## config.mk

```make
export PLATFORM = sky130hd
export DESIGN_NAME = tcep_top
export DESIGN_NICKNAME = d
export VERILOG_FILES = /design/src/core/tcep_pkg.sv /design/src/core/tcep_chan_if.sv /design/src/core/tcep_top.sv /design/src/core/tcep_channel.sv
export VERILOG_INCLUDE_DIRS = /design/src /design/src/core
export SDC_FILE = /design/constraint.sdc
export NUM_CORES = 1
export LEC_CHECK = 0
export ABC_CLOCK_PERIOD_IN_PS = 2300
export BUFFER_PORTS_ARGS = -buffer_cell sky130_fd_sc_hd__buf_4
export CORE_AREA = 4 4 90 92
export CTS_BUF_LIST = sky130_fd_sc_hd__clkbuf_4 sky130_fd_sc_hd__clkbuf_8
export CTS_CLUSTER_DIAMETER = 80
export DETAILED_ROUTE_END_ITERATION = 8
export DIE_AREA = 0 0 94 96
export HOLD_SLACK_MARGIN = 0.08
export PLACE_DENSITY = 0.65
export SLEW_MARGIN = 20
export SYNTH_ARGS = -nofsm -noshare
export SYNTH_HDL_FRONTEND = slang
export SYNTH_SLANG_ARGS = --single-unit
```

## constraint.sdc

```tcl
create_clock -name clk_sys -period 2.3 [get_ports clk_sys]
set_input_delay 0.69 -clock clk_sys [delete_from_list [all_inputs] [get_ports clk_sys]]
set_output_delay 0.69 -clock clk_sys [all_outputs]
set_load 0.02 [all_outputs]
```

## src/core/tcep_map.svh

```systemverilog
// Register offsets, field positions and reset values of the channel block
`ifndef TCEP_MAP_SVH
`define TCEP_MAP_SVH
`define TCEP_CTL_OFS 8'h20
`define TCEP_STAT_OFS 8'h40
`define TCEP_CH_STRIDE 4
`define TCEP_EN_BIT 0
`define TCEP_POL_BIT 1
`define TCEP_CPOL_BIT 3
`define TCEP_CTL_RST 32'h00000000
`define TCEP_EN_MASK 32'h00001111
`define TCEP_POL_MASK 32'h0000AAAA
`define TCEP_ALL_MASK 32'h0000BBBB
`define TCEP_STAT_RST 32'h00000000
`endif

```

## src/core/tcep_pkg.sv

```systemverilog
// Types shared by the channel block
package tcep_pkg;
  typedef enum logic [0:0] {TCEP_IDLE = 1'h0, TCEP_ACK = 1'h1} tcep_bus_st_t;
  typedef logic [1:0] tcep_psc_t;
  typedef logic [2:0] tcep_cnt_t;
endpackage : tcep_pkg

```

## src/core/tcep_chan_if.sv

```systemverilog
// Carrier between the register block and one channel
`timescale 1ns/100ps
interface tcep_chan_if;
  logic en;
  logic pol;
  logic cpol;
  logic outMode;
  logic refOut;
  logic filtIn;
  tcep_pkg::tcep_psc_t psc;
  logic out;
  logic outEn;
  logic trig;
  logic capEvt;
  modport top (output en, pol, cpol, outMode, refOut, filtIn, psc,
    input out, outEn, trig, capEvt);
  modport chan (input en, pol, cpol, outMode, refOut, filtIn, psc,
    output out, outEn, trig, capEvt);
endinterface : tcep_chan_if

```

## src/core/tcep_top.sv

```systemverilog
// Channel enable and polarity register block with four channels
//
// Contract
// - In output mode a polarity bit of 0 makes high the active level and 1 makes low the active level.
// - In input mode with both polarity bits 0 the rising filtered edge is active and nothing is inverted.
// - In input mode with polarity 1 and complementary 0 the falling edge is active and the signal is inverted.
// - The polarity pair picks the active edge for either input source, and software avoids the reserved pairs; the complementary bit is ignored here.
// - Polarity and complementary bits cannot change while the lock level is binary 11 or 10.
// - In output mode the enable bit lets the output reach its active state and clearing it disables the channel.
// - In input mode the enable bit permits capture and no capture happens while it is clear.
// - Enable bits sit at positions 0, 4, 8 and 12, one per channel, each acting alike.
// - Polarity bits sit at positions 1, 5, 9 and 13, one per channel, each acting alike.
// - Complementary polarity bits sit at positions 3, 7, 11 and 15, one per channel.
// - The capture edge prescaler is held in reset while the channel enable is clear.
`timescale 1ns/100ps
`include "tcep_map.svh"
module tcep_top #(
  parameter int CHANNELS = 4,
  parameter int ADDR_W = 8
) (
  // Clock and reset
  input wire logic clk_sys,
  input wire logic rst,
  // Register bus
  input wire logic [ADDR_W-1:0] avs_address,
  input wire logic avs_read,
  input wire logic avs_write,
  input wire logic [31:0] avs_writedata,
  input wire logic [3:0] avs_byteenable,
  output logic [31:0] avs_readdata,
  output logic avs_waitrequest,
  // Timer core
  input wire logic [1:0] lockLevel,
  input wire logic [CHANNELS-1:0] chanOutMode,
  input wire logic [CHANNELS-1:0] chanRefOut,
  input wire logic [CHANNELS-1:0] chanFiltIn,
  input wire tcep_pkg::tcep_psc_t [CHANNELS-1:0] chanCapPsc,
  // Channel results
  output logic [CHANNELS-1:0] chanOut,
  output logic [CHANNELS-1:0] chanOutEn,
  output logic [CHANNELS-1:0] chanTrig,
  output logic [CHANNELS-1:0] chanCapEvt
);
  import tcep_pkg::*;

  // ---------------------------------------------------------------
  // Decode helpers
  // ---------------------------------------------------------------
  function automatic logic hit(input logic [ADDR_W-1:0] a,
    input logic [7:0] ofs);
    hit = (a == ADDR_W'(ofs));
  endfunction : hit

  function automatic logic [31:0] lane_mask(input logic [3:0] be);
    lane_mask = {{8{be[3]}}, {8{be[2]}}, {8{be[1]}}, {8{be[0]}}};
  endfunction : lane_mask

  // ---------------------------------------------------------------
  // State
  // ---------------------------------------------------------------
  tcep_bus_st_t st_ff, nxt_st;
  logic [31:0] ctl_ff, nxt_ctl;
  logic [31:0] rd_ff, nxt_rd;
  logic locked;
  logic wrNow;
  logic [31:0] wrMask;
  logic [31:0] statusWord;

  // ---------------------------------------------------------------
  // Bus handshake
  // ---------------------------------------------------------------
  assign avs_waitrequest = (avs_read | avs_write) & (st_ff != TCEP_ACK);
  assign avs_readdata = rd_ff;

  always_comb
  begin
    nxt_st = st_ff;
    nxt_rd = rd_ff;
    case (st_ff)
      TCEP_IDLE:
      begin
        if (avs_read || avs_write)
        begin
          nxt_st = TCEP_ACK;
          if (avs_read && hit(avs_address, `TCEP_CTL_OFS))
          begin
            nxt_rd = ctl_ff;
          end
          else if (avs_read && hit(avs_address, `TCEP_STAT_OFS))
          begin
            nxt_rd = statusWord;
          end
          else
          begin
            nxt_rd = 32'h00000000;
          end
        end
      end
      TCEP_ACK:
      begin
        nxt_st = TCEP_IDLE;
      end
      default:
      begin
        nxt_st = TCEP_IDLE;
      end
    endcase
  end

  always_ff @(posedge clk_sys or posedge rst)
  begin
    if (rst)
    begin
      st_ff <= TCEP_IDLE;
      rd_ff <= `TCEP_STAT_RST;
    end
    else
    begin
      st_ff <= nxt_st;
      rd_ff <= nxt_rd;
    end
  end

  // ---------------------------------------------------------------
  // Control register
  // ---------------------------------------------------------------
  assign locked = lockLevel[1];
  assign wrNow = avs_write && (st_ff == TCEP_ACK) &&
    hit(avs_address, `TCEP_CTL_OFS);

  always_comb
  begin
    // Locked: only enables writable, no error raised
    wrMask = (locked ? `TCEP_EN_MASK : `TCEP_ALL_MASK) &
      lane_mask(avs_byteenable);
    nxt_ctl = ctl_ff;
    if (wrNow)
    begin
      nxt_ctl = (ctl_ff & ~wrMask) | (avs_writedata & wrMask);
    end
  end

  always_ff @(posedge clk_sys or posedge rst)
  begin
    if (rst)
    begin
      ctl_ff <= `TCEP_CTL_RST;
    end
    else
    begin
      ctl_ff <= nxt_ctl;
    end
  end

  // ---------------------------------------------------------------
  // Channels
  // ---------------------------------------------------------------
  genvar gi;
  generate
    for (gi = 0; gi < CHANNELS; gi++)
    begin : g_ch
      tcep_chan_if cif ();
      assign cif.en = ctl_ff[gi*`TCEP_CH_STRIDE+`TCEP_EN_BIT];
      assign cif.pol = ctl_ff[gi*`TCEP_CH_STRIDE+`TCEP_POL_BIT];
      assign cif.cpol = ctl_ff[gi*`TCEP_CH_STRIDE+`TCEP_CPOL_BIT];
      assign cif.outMode = chanOutMode[gi];
      assign cif.refOut = chanRefOut[gi];
      assign cif.filtIn = chanFiltIn[gi];
      assign cif.psc = chanCapPsc[gi];
      assign chanOut[gi] = cif.out;
      assign chanOutEn[gi] = cif.outEn;
      assign chanTrig[gi] = cif.trig;
      assign chanCapEvt[gi] = cif.capEvt;
      tcep_channel u_ch (
        .clk_sys(clk_sys),
        .rst(rst),
        .cif(cif)
      );
    end
  endgenerate

  // Status word: outputs, triggers, lock state
  always_comb
  begin
    statusWord = 32'h00000000;
    statusWord[CHANNELS-1:0] = chanOut;
    statusWord[CHANNELS+3:4] = chanTrig;
    statusWord[8] = locked;
  end

  // ---------------------------------------------------------------
  // Per-channel checks
  // ---------------------------------------------------------------
  generate
    for (gi = 0; gi < CHANNELS; gi++)
    begin : g_chk

    end
  endgenerate
endmodule : tcep_top

```

## src/core/tcep_channel.sv

```systemverilog
// One capture/compare channel: polarity, enable and capture prescaler
`timescale 1ns/100ps
module tcep_channel (
  // Clock and reset
  input wire logic clk_sys,
  input wire logic rst,
  // Channel carrier
  tcep_chan_if.chan cif
);
  import tcep_pkg::*;

  // ---------------------------------------------------------------
  // Edge, prescaler and output logic
  // ---------------------------------------------------------------
  function automatic tcep_cnt_t last_edge(input tcep_psc_t psc);
    case (psc)
      2'h0: last_edge = 3'h0;
      2'h1: last_edge = 3'h1;
      2'h2: last_edge = 3'h3;
      default: last_edge = 3'h7;
    endcase
  endfunction : last_edge

  logic sig;
  logic actEdge;
  logic capOk;
  logic prev_ff, nxt_prev;
  tcep_cnt_t cnt_ff, nxt_cnt;
  logic cap_ff, nxt_cap;
  logic out_ff, nxt_out;
  logic oe_ff, nxt_oe;

  always_comb
  begin
    sig = cif.filtIn ^ cif.pol;
    actEdge = sig & ~prev_ff;
    capOk = cif.en & ~cif.outMode;
    nxt_prev = sig;
    nxt_cnt = cnt_ff;
    nxt_cap = 1'b0;
    if (!cif.en)
    begin
      nxt_cnt = 3'h0;
    end
    else if (capOk && actEdge)
    begin
      nxt_cap = (cnt_ff == last_edge(cif.psc));
      nxt_cnt = nxt_cap ? 3'h0 : cnt_ff + 3'h1;
    end
    nxt_oe = cif.outMode & cif.en;
    nxt_out = nxt_oe & (cif.refOut ^ cif.pol);
  end

  always_ff @(posedge clk_sys or posedge rst)
  begin
    if (rst)
    begin
      prev_ff <= 1'b0;
      cnt_ff <= 3'h0;
      cap_ff <= 1'b0;
      out_ff <= 1'b0;
      oe_ff <= 1'b0;
    end
    else
    begin
      prev_ff <= nxt_prev;
      cnt_ff <= nxt_cnt;
      cap_ff <= nxt_cap;
      out_ff <= nxt_out;
      oe_ff <= nxt_oe;
    end
  end

  assign cif.out = out_ff;
  assign cif.outEn = oe_ff;
  assign cif.trig = prev_ff;
  assign cif.capEvt = cap_ff;
endmodule : tcep_channel

```

==> summary.md, run 1 <==
| Metric | Value |
|---|---|
| Multi-input logic area | `1150 um2` |
| # setup viols final | `0` |
| Fill cell count | `706` |
| Vias in the first global route | `1963` |
| R2R Path End | `g_ch[2].u_ch.cnt_ff[2]$_DFFE_PP0P_` |
| Final non-filler cell area | `3470 um2` |
| Rel. slew slack | `62.3%` |
| Diodes inserted | `0` |
| Power per Cell Area | `493 nW/um2` |
| Routed Antenna Nets | `0` |
| Final Hold Fails | `0` |
| Clock Path Buffers | `2` |
| Synthesized area | `2730 um2` |
| Delay-heaviest family, CP | `simple AND/OR/NAND/NOR gates` |
| Total track usage | `13.8%` |
| Sequential fraction of the synthesis area | `50.4%` |
| Hold Path Class | `input pin to asynchronous set/reset pin` |
| Post-synthesis mux area share | `6.55%` |
| Initial antenna violation count | `0` |
| Routed len/inst | `14.3 um` |
| Core area | `7210 um2` |
| Die width | `94 um` |
| Clock transition at the registers of the reported paths | `100 ps` |
| Final nets | `391` |
| Hold Buf Count CTS | `0` |
| Compound-Gate Fraction of Synth Area | `9.67%` |
| Vias | `1999` |
| Static Leak | `1.82 nW` |
| Largest stage delay, worst path | `540 ps` |
| Tmin final | `2300 ps` |
| Synth Instances | `241` |
| WP data arrival | `2490 ps` |
| Cell count along the critical path | `6` |
| Reg power frac | `57.5%` |
| Met3 wire length | `405 um` |
| Initial Util | `37.9%` |
| CP required | `2500 ps` |
| Placer Congestion | `0.754` |
| Area of placed instances | `3320 um2` |
| Clk root buf | `clkbuf_8` |
| Pint | `1.28 mW` |
| Period utilization | `99.8%` |
| Dpl cells | `407` |
| Largest fanout on the critical path | `4` |
| Ports | `119` |
| Wire length on met1 | `2.58 mm` |
| Met2 routed WL | `2.95 mm` |
| Setup TNS | `0 ps` |
| Max Cap Viol | `0` |
| Asr flop ratio synth | `100%` |
| Remaining global-route overflow | `0` |
| First-pass GRT wire length | `9.78 mm` |
| Fin Hold WS | `391 ps` |
| R2r setup slk | `450 ps` |
| Clock power frac | `31.0%` |
| Crit path cell chain | `buf_6, or4_4, or4_4, nor3b_4, buf_6, mux2_4` |
| Setup crit start kind | `input pin` |
| Final WS setup | `3.74 ps` |
| Reg area | `1380 um2` |
| Post-synth EDFFs | `0` |
| Reg2reg path depth | `5` |
| Setup crit start | `avs_address[7]` |
| Max VDD drop | `0.345 mV` |
| PortBufs | `77` |
| Combinational fraction of design power | `11.6%` |
| Most frequent cells in the layout | `84 x buf_4, 55 x dfrtp_1, 18 x conb_1, 13 x and2_1, 13 x nor2_1` |
| DRC violations left | `0` |
| Post-synthesis xor/xnor area fraction | `3.53%` |
| Non-Filler Instances | `417` |
| Yosys cell types | `39` |
| DP Worst Slack | `-394 ps` |
| Site row count | `31` |
| Largest family of logic cells by synthesized area | `simple AND/OR/NAND/NOR gates` |
| Area Overhead vs Synth | `27.2%` |
| Uppermost layer routed | `met4` |
| Synthesized-area fraction occupied by adder cells | `1.83%` |
| Final Util | `48.1%` |
| Post-Synth Simple-Gate Area | `16.8%` |
| Vias per Instance | `4.79` |
| Switching power | `0.432 mW` |
| Max Slew Vio Count | `0` |
| RSZ-0062 raised after global routing | `yes` |
| CTS tree | `done` |
| Avg Inst Size Synth | `11.3 um2` |
| Worst-Margin Slew | `552 ps` |
| Die Y-Extent | `96 um` |
| Clock Skews | `5.93 ps` |
| Largest net degree at the start of global routing | `36` |
| Critical path class | `input pin to register` |
| Outcome | `finished clean` |
| Net Sw Frac | `25.2%` |
| Buf+Inv Stages, Crit Path | `2` |
| Critical R2R Launch | `g_ch[2].u_ch.cnt_ff[0]$_DFFE_PP0P_` |
| Clk sinks | `55` |
| Share of layout cells above drive strength 1 | `39.6%` |
| Top FF cell, synth | `dfrtp_1` |
| FMAX | `435 MHz` |
| Pre-antenna DRT Iters | `4` |
| Most common cell after layout, fill and taps aside | `buf_4` |
| Total power | `1.71 mW` |
| First DRT Iteration DRCs | `75` |
| Cts bufs inserted | `5` |
| Worst skew pair latency | `300 ps` |
| Max H-tree Level | `2` |
| DIE AREA | `9020 um2` |
| CP max stage cell | `or4_4` |
| Yosys warnings | `0` |
| DP HPWL | `4.64 mm` |
| CP endpoint kind | `register` |
| Final Routed Wirelength | `5.97 mm` |
| Register bit total from synthesis | `55` |
cell type report:
class | count | area share [%]
Clock buffer | 5 | 1.98
Tap cell | 99 | 3.57
Multi-Input combinational cell | 156 | 33.1
Sequential cell | 55 | 39.6
Inverter | 10 | 1.08
Timing Repair Buffer | 89 | 20.0
Clock inverter | 3 | 0.576
power by group through the flow:
stage          clock network, mW  logic (mW)  registers (mW)
5_1_grt                    0.597       0.218           0.985
2_1_floorplan                  0       0.119            1.00
4_1_cts                    0.556       0.200           0.983
3_3_place_gp                   0       0.194            1.00
6_report                   0.530       0.198           0.983
3_5_place_dp                   0       0.197            1.00
repair_timing:
item                                    in CTS  in global routing
buffers inserted                             2                  0
gates resized for setup                     12                  0
pin swaps                                    4                  2
endpoints found under the setup margin       8                  8
worst min path at each step:
stage,endpoint,slack (ps),cells past startpoint
after global routing,g_ch[2].u_ch.cif.capEvt$_DFF_PP0_,420,2
after global placement,avs_readdata[11]$_DFFE_PP0P_,470,1
after detailed placement,avs_readdata[7]$_DFFE_PP0P_,490,2
after floorplan,avs_readdata[3]$_DFFE_PP0P_,460,2
after CTS,g_ch[2].u_ch.cif.capEvt$_DFF_PP0_,400,2
final,g_ch[2].u_ch.cif.capEvt$_DFF_PP0_,390,2
Yosys cell counts (2+ instances only):
| cell type | number | area share (%) |
|---|---|---|
| dfrtp_1 | 55 | 50 |
| nor2b_1 | 4 | 0.92 |
| o22ai_1 | 2 | 0.46 |
| nand2_1 | 9 | 1.2 |
| or2_2 | 5 | 1.1 |
| a2111oi_0 | 3 | 0.96 |
| or4_4 | 2 | 0.82 |
| buf_4 | 34 | 9.3 |
| nand2b_1 | 7 | 1.6 |
| nor2_1 | 13 | 1.8 |
| nand3_1 | 6 | 1.1 |
| ha_1 | 4 | 1.8 |
| a221o_1 | 2 | 0.73 |
| inv_1 | 10 | 1.4 |
| xor2_1 | 11 | 3.5 |
| a222oi_1 | 7 | 2.6 |
| nor4_1 | 4 | 0.92 |
| clkbuf_1 | 3 | 0.41 |
| a21oi_1 | 2 | 0.37 |
| a22o_1 | 10 | 3.2 |
| and2_1 | 13 | 3.0 |
| mux2_2 | 15 | 6.2 |
| nor3b_4 | 2 | 1.4 |
| nor3_1 | 3 | 0.55 |
cells by family after synthesis:
group                      Yosys count
and+or+nand+nor                     76
DFF                                 55
buffers and inverters               47
AOI/OAI and AO/OA                   31
muxes                               16
xor gates and xnor gates            11
adders and majority gates            4
other                                1
metal layers:
metal	global-route usage, %	up-vias
li1	-	948
met1	17.5	979
met2	23.4	68
met3	3.60	4
met4	3.49	0
met5	0	-
Note: power is estimated with default switching activity, not from simulation.
==> run 2, diff against run 1 <==
- ABC_AREA: unset -> 1
- CORE_AREA: 4 4 90 92 -> 4 4 93 95
- DIE_AREA: 0 0 94 96 -> 0 0 97 99
- PLACE_DENSITY: 0.65 -> unset
==> summary.md, run 2 <==
| Metric | Value |
|---|---|
| Post-synth EDFFs | `0 (unchanged)` |
| Routed len/inst | `12.2 um (-15%)` |
| Tmin final | `1890 ps (-402 ps)` |
| First DRT Iteration DRCs | `73 (-2.7%)` |
| Setup bufs post-CTS | `0 (-2)` |
| Max Slew Vio Count | `0 (unchanged)` |
| Hold Buf Count CTS | `0 (unchanged)` |
| Cts bufs inserted | `5 (unchanged)` |
| Die Y-Extent | `99 um (+3.1%)` |
| Vias in the first global route | `2211 (+13%)` |
| Sequential fraction of the synthesis area | `47.2% (-3.2 points)` |
| CP endpoint kind | `output pin` |
| Post-synthesis xor/xnor area fraction | `3.30% (-0.22 points)` |
| Ports | `119 (unchanged)` |
| Register bit total from synthesis | `55 (unchanged)` |
| Clock Skews | `7.49 ps (+1.56 ps)` |
| Met3 wire length | `438 um (+8.1%)` |
| Compound-Gate Fraction of Synth Area | `6.52% (-3.1 points)` |
| First-pass GRT wire length | `10.3 mm (+5.2%)` |
| Setup crit start kind | `input pin` |
| Max H-tree Level | `2 (unchanged)` |
| RSZ-0062 raised after global routing | `no` |
| Most common cell after layout, fill and taps aside | `nand2_1` |
| Most frequent cell after synthesis | `nand2_1` |
| Post-synthesis mux area share | `0% (-6.6 points)` |
| Static Leak | `1.89 nW (+3.7%)` |
| DRC violations left | `0 (unchanged)` |
| Clk sinks | `55 (unchanged)` |
| DP HPWL | `4.99 mm (+7.6%)` |
| Top FF cell, synth | `dfrtp_1` |
| Clock Path Buffers | `2 (unchanged)` |
| Avg Inst Size Synth | `8.12 um2 (-28%)` |
| Die width | `97 um (+3.2%)` |
| Reg area | `1380 um2 (unchanged)` |
| Remaining global-route overflow | `0 (unchanged)` |
| Final Hold Fails | `0 (unchanged)` |
| Post-CTS Resized | `0 (-12)` |
| Synthesized-area fraction occupied by adder cells | `1.72% (-0.12 points)` |
| Synth area leader | `dfrtp_1` |
| Power per Cell Area | `503 nW/um2 (+2.1%)` |
| Final nets | `499 (+28%)` |
| FMAX | `528 MHz (+21%)` |
| Synth top area share | `47.2% (-3.2 points)` |
| PortBufs | `77 (unchanged)` |
| Yosys cell types | `23 (-41%)` |
| Hold Path Class | `input pin to asynchronous set/reset pin` |
| Synth cell count leaders | `100 x nand2_1, 55 x dfrtp_1, 35 x buf_4` |
| Clock transition at the registers of the reported paths | `100 ps (about the same)` |
| Period utilization | `82.4% (-17 points)` |
| Wire length on met1 | `2.80 mm (+8.8%)` |
| Multi-input logic area | `1170 um2 (+1.6%)` |
| Clk root buf | `clkbuf_8` |
| Rel. slew slack | `56.6% (-5.7 points)` |
| # setup viols final | `0 (unchanged)` |
| Fin Hold WS | `469 ps (+78.2 ps)` |
| Fill cell count | `787 (+11%)` |
| Max VDD drop | `0.234 mV (-32%)` |
| Critical path class | `input pin to output pin` |
| Yosys warnings | `0 (unchanged)` |
| Met2 routed WL | `3.14 mm (+6.7%)` |
| Uppermost layer routed | `met4` |
| Initial antenna violation count | `0 (unchanged)` |
| Synth Instances | `359 (+49%)` |
| Asr flop ratio synth | `100% (unchanged)` |
| Vias per Instance | `4.40 (-8.2%)` |
| Worst-Margin Slew | `650 ps (+98.7 ps)` |
| Vias | `2324 (+16%)` |
| Placer Congestion | `0.743 (-1.5%)` |
| Post-Synth Simple-Gate Area | `26.3% (+9.5 points)` |
| Total track usage | `13.2% (-0.56 points)` |
| Largest family of logic cells by synthesized area | `simple AND/OR/NAND/NOR gates` |
| Most frequent cells in the layout | `100 x nand2_1, 80 x buf_4, 55 x dfrtp_1, 33 x nor2_1, 32 x inv_1` |
| Share of layout cells above drive strength 1 | `25.6% (-14 points)` |
| Max Cap Viol | `0 (unchanged)` |
| Final Routed Wirelength | `6.42 mm (+7.5%)` |
| Largest fanout on the critical path | `10 (+6)` |
| Synthesized area | `2920 um2 (+6.7%)` |
| Synth top area cells | `dfrtp_1 47%, nand2_1 13%, buf_4 9.0%` |
| Site row count | `32 (+3.2%)` |
| WP data arrival | `1200 ps (-1290 ps)` |
| CTS tree | `done` |
| Diodes inserted | `0 (unchanged)` |
| Largest net degree at the start of global routing | `31 (-14%)` |
| Pre-antenna DRT Iters | `5 (+1)` |
| Core area | `7730 um2 (+7.1%)` |
| Setup TNS | `0 ps (unchanged)` |
| CP required | `1610 ps (-890 ps)` |
| Outcome | `finished clean` |
| Initial Util | `37.7% (-0.13 points)` |
| Worst skew pair latency | `310 ps (about the same)` |
| Routed Antenna Nets | `0 (unchanged)` |
| DIE AREA | `9600 um2 (+6.4%)` |
| Area Overhead vs Synth | `21.5%` |
-- run 2: changes by cell type in the layout (fill, tap and decap cells not counted), sizes merged, moves of 5 or more --
cell | before | now
a21oi | 2 | 7
buf | 89 | 81
nor2 | 13 | 37
nor4 | 5 | 0
a222oi | 7 | 0
nand2b | 7 | 0
o21ai | 1 | 31
nand2 | 9 | 100
nand3 | 6 | 32
and2 | 13 | 0
inv | 10 | 37
mux2 | 15 | 0
a22o | 10 | 0
-- run 2: where the power goes --
group	switching [mW]	leakage [nW]	internal, mW
Clock	0.311	0.0505	0.274
Combinational	0.129	1.08	0.0838
Sequential	0.00921	0.757	0.975
Total	0.449	1.89	1.33
-- run 2: area by class of cell --
type	instances	share of cell area [%]
clock buffers	7	2.72
clock inverters	1	0.212
inverters	38	4.06
multi-input cells	244	33.0
flip-flops and latches	55	38.9
well taps	102	3.60
repair buffers	81	17.5
-- run 2: worst paths after layout --
path	start	endpoint	slack (ps)	cells past startpoint
setup / recovery	avs_read	avs_waitrequest	410	4
hold / removal	rst	g_ch[0].u_ch.cif.out$_DFF_PP0_	470	2
setup reg to reg	st_ff$_DFF_PP0_	avs_readdata[13]$_DFFE_PP0P_	1070	5
hold reg to reg	avs_readdata[8]$_DFFE_PP0P_	avs_readdata[8]$_DFFE_PP0P_	500	2
max in group asynchronous	rst	avs_readdata[13]$_DFFE_PP0P_	1280	3
min in group clk_sys	avs_readdata[8]$_DFFE_PP0P_	avs_readdata[8]$_DFFE_PP0P_	500	2
-- run 2: worst max-delay path, stage by stage --
cell and delay (ps):
buf_4 150, nor2_2 150, nor2_4 50, buf_4 150
-- run 2: cells by family (layout without fill, tap and decap cells) --
kind of cell,Yosys count,count (layout)
simple gates,173,173
compound gates,38,38
flops,55,55
buf+inv,77,127
xor+xnor,11,11
fa+ha+maj,4,4
other cells,1,18
-- run 2: metrics by stage --
stage / instance area [um2] / setup WS (ps) / total power, mW / std cells / util, %
4_1_cts: 3540 / 392 / 1.81 / 528 / 45.8
3_3_place_gp: 3440 / 399 / 1.22 / 520 / 44.5
5_1_grt: 3540 / 369 / 1.86 / 528 / 45.8
3_5_place_dp: 3440 / 391 / 1.22 / 520 / 44.5
2_1_floorplan: 2980 / 267 / 1.14 / 376 / -
6_report: 3540 / 405 / 1.78 / 528 / 45.8
-- run 2: per-layer routing --
layer	vias to the layer above	GRT usage, %
met5	-	0
met4	0	3.24
met3	7	3.96
met2	61	23.1
met1	1055	15.9
li1	1201	-
==> run 3, diff against run 2 <==
- ABC_CLOCK_PERIOD_IN_PS: 2300 -> 1620
- PLACE_DENSITY: unset -> 0.67
- clock period: 2.3 -> 1.62 ns (I/O delays scaled with it)
==> summary.md, run 3 (synthesis results as in run 2) <==
| Metric | Value |
|---|---|
| Outcome | `finished clean` |
| DRC violations left | `0 (unchanged)` |
| WP data arrival | `1010 ps (-190 ps)` |
| RSZ-0062 raised after global routing | `no` |
| Crit path cell chain | `nor2_4, buf_4` |
| Clk sinks | `55 (unchanged)` |
| Global routing's busiest layer | `met2` |
| First DRT Iteration DRCs | `93 (+27%)` |
| Final non-filler cell area | `3560 um2 (+0.53%)` |
| Remaining global-route overflow | `0 (unchanged)` |
| Initial Util | `37.7% (unchanged)` |
| Max Cap Viol | `0 (unchanged)` |
| PortBufs | `77 (unchanged)` |
| Die Y-Extent | `99 um (unchanged)` |
| Clock Skews | `8.41 ps (+0.920 ps)` |
| Worst skew pair latency | `310 ps (about the same)` |
| Diodes inserted | `0 (unchanged)` |
| Largest net degree at the start of global routing | `56 (+81%)` |
| Most common cell after layout, fill and taps aside | `nand2_1` |
| Reg2reg path depth | `5 (unchanged)` |
| Largest fanout on the critical path | `2 (-8)` |
| Power per Cell Area | `711 nW/um2 (+41%)` |
| Pre-antenna DRT Iters | `4 (-1)` |
| Tmin final | `1500 ps` |
| Share of layout cells above drive strength 1 | `25.8% (+0.17 points)` |
| CTS tree | `done` |
| Clock transition at the registers of the reported paths | `100 ps (about the same)` |
| Core area | `7730 um2 (unchanged)` |
| Setup crit start kind | `register` |
| Final nets | `500 (+0.20%)` |
| Routed Antenna Nets | `0 (unchanged)` |
| Final Util | `46.1% (+0.24 points)` |
| FMAX | `668 MHz` |
| Max H-tree Level | `2 (unchanged)` |
| Ports | `119 (unchanged)` |
| Hold Path Class | `input pin to asynchronous set/reset pin` |
| Clk root buf | `clkbuf_8` |
| GR Util met2 | `24.0% (+0.90 points)` |
| Vias in the first global route | `2336 (+5.7%)` |
| First-pass GRT wire length | `11.3 mm (+10%)` |
| Static Leak | `1.89 nW (about the same)` |
| Total power | `2.53 mW (+42%)` |
| Hold Buf Count CTS | `0 (unchanged)` |
| Routed len/inst | `12.7 um (+4.1%)` |
| GR Util met1 | `18.7% (+2.8 points)` |
| Fin Hold WS | `226 ps (-243 ps)` |
| Site row count | `32 (unchanged)` |
| CP required | `1130 ps (-480 ps)` |
| Clock Path Buffers | `2 (unchanged)` |
| Area Overhead vs Synth | `22.1%` |
| Cts bufs inserted | `5 (unchanged)` |
| Period utilization | `92.5%` |
| Die width | `97 um (unchanged)` |
| Setup TNS | `0 ps (unchanged)` |
| Max VDD drop | `0.349 mV (+49%)` |
| Vias | `2423 (+4.3%)` |
| # setup viols final | `0 (unchanged)` |
| Critical path class | `register to output pin` |
| Largest stage delay, worst path | `430 ps (+280 ps)` |
| CP max stage cell | `dfrtp_1` |
| Max Slew Vio Count | `0 (unchanged)` |
| Most frequent cells in the layout | `100 x nand2_1, 80 x buf_4, 55 x dfrtp_1, 33 x nor2_1, 32 x inv_1` |
| Met3 Usage GRT | `3.68% (-0.28 points)` |
| Vias per Instance | `4.58 (+4.1%)` |
| Initial antenna violation count | `0 (unchanged)` |
| DP HPWL | `5.13 mm (+2.7%)` |
| Total track usage | `14.4% (+1.2 points)` |
| R2r setup slk | `420 ps (-650 ps)` |
| Area of placed instances | `3450 um2 (+0.47%)` |
| CP endpoint kind | `output pin` |
| Post-CTS Resized | `0 (unchanged)` |
| R2R Path End | `g_ch[2].u_ch.cnt_ff[2]$_DFFE_PP0P_` |
| Final Routed Wirelength | `6.70 mm (+4.3%)` |
| Final Hold Fails | `0 (unchanged)` |
| Placer Congestion | `0.756 (+1.9%)` |
| DIE AREA | `9600 um2 (unchanged)` |
[run 3: cell type report]
class                      instances  area (um2)
inverter                          38         148
fill                             784        4170
clock buffer                       6        82.6
timing repair buffer              82         641
clock inverter                     2        16.3
sequential                        55        1380
tap                              102         128
multi-input combinational        244        1170
[run 3: worst max-delay path: cells and delay by family, from the launching register on]
family | cells | cell delay, ps
DFF | 1 | 430
buffers and inverters | 1 | 150
and+or+nand+nor | 1 | 120
[run 3: power breakdown]
part / leakage, nW / total, mW / switching, mW / internal (mW)
combinational: 1.08 / 0.310 / 0.188 / 0.123
sequential: 0.757 / 1.40 / 0.0129 / 1.38
clock: 0.0474 / 0.824 / 0.473 / 0.350
[run 3: what timing repair did]
item,4_1_cts,5_1_grt
endpoints found under the setup margin,1,0
setup buffers,1,0
endpoints found under the hold margin,0,0
[run 3: per-stage QoR]
step                setup slack (ps)  cells
floorplan                       74.0    376
global placement                51.9    520
detailed placement              51.8    520
CTS                              119    529
global route                    93.5    529
finish                           122    529
[run 3: how the worst max path moves through the flow]
stage / start / to / slack [ps] / cells after the start
3_5_place_dp: avs_read / avs_waitrequest / 50 / 4
3_3_place_gp: avs_read / avs_waitrequest / 50 / 4
2_1_floorplan: avs_read / avs_waitrequest / 70 / 4
6_report: st_ff$_DFF_PP0_ / avs_waitrequest / 120 / 2
5_1_grt: st_ff$_DFF_PP0_ / avs_waitrequest / 90 / 2
4_1_cts: st_ff$_DFF_PP0_ / avs_waitrequest / 120 / 2
[run 3: layer usage]
metal / vias up / part of all wire [%]
met5: - / 0
met4: 0 / 0.88
met3: 7 / 5.9
met2: 64 / 49
met1: 1147 / 44
li1: 1205 / -
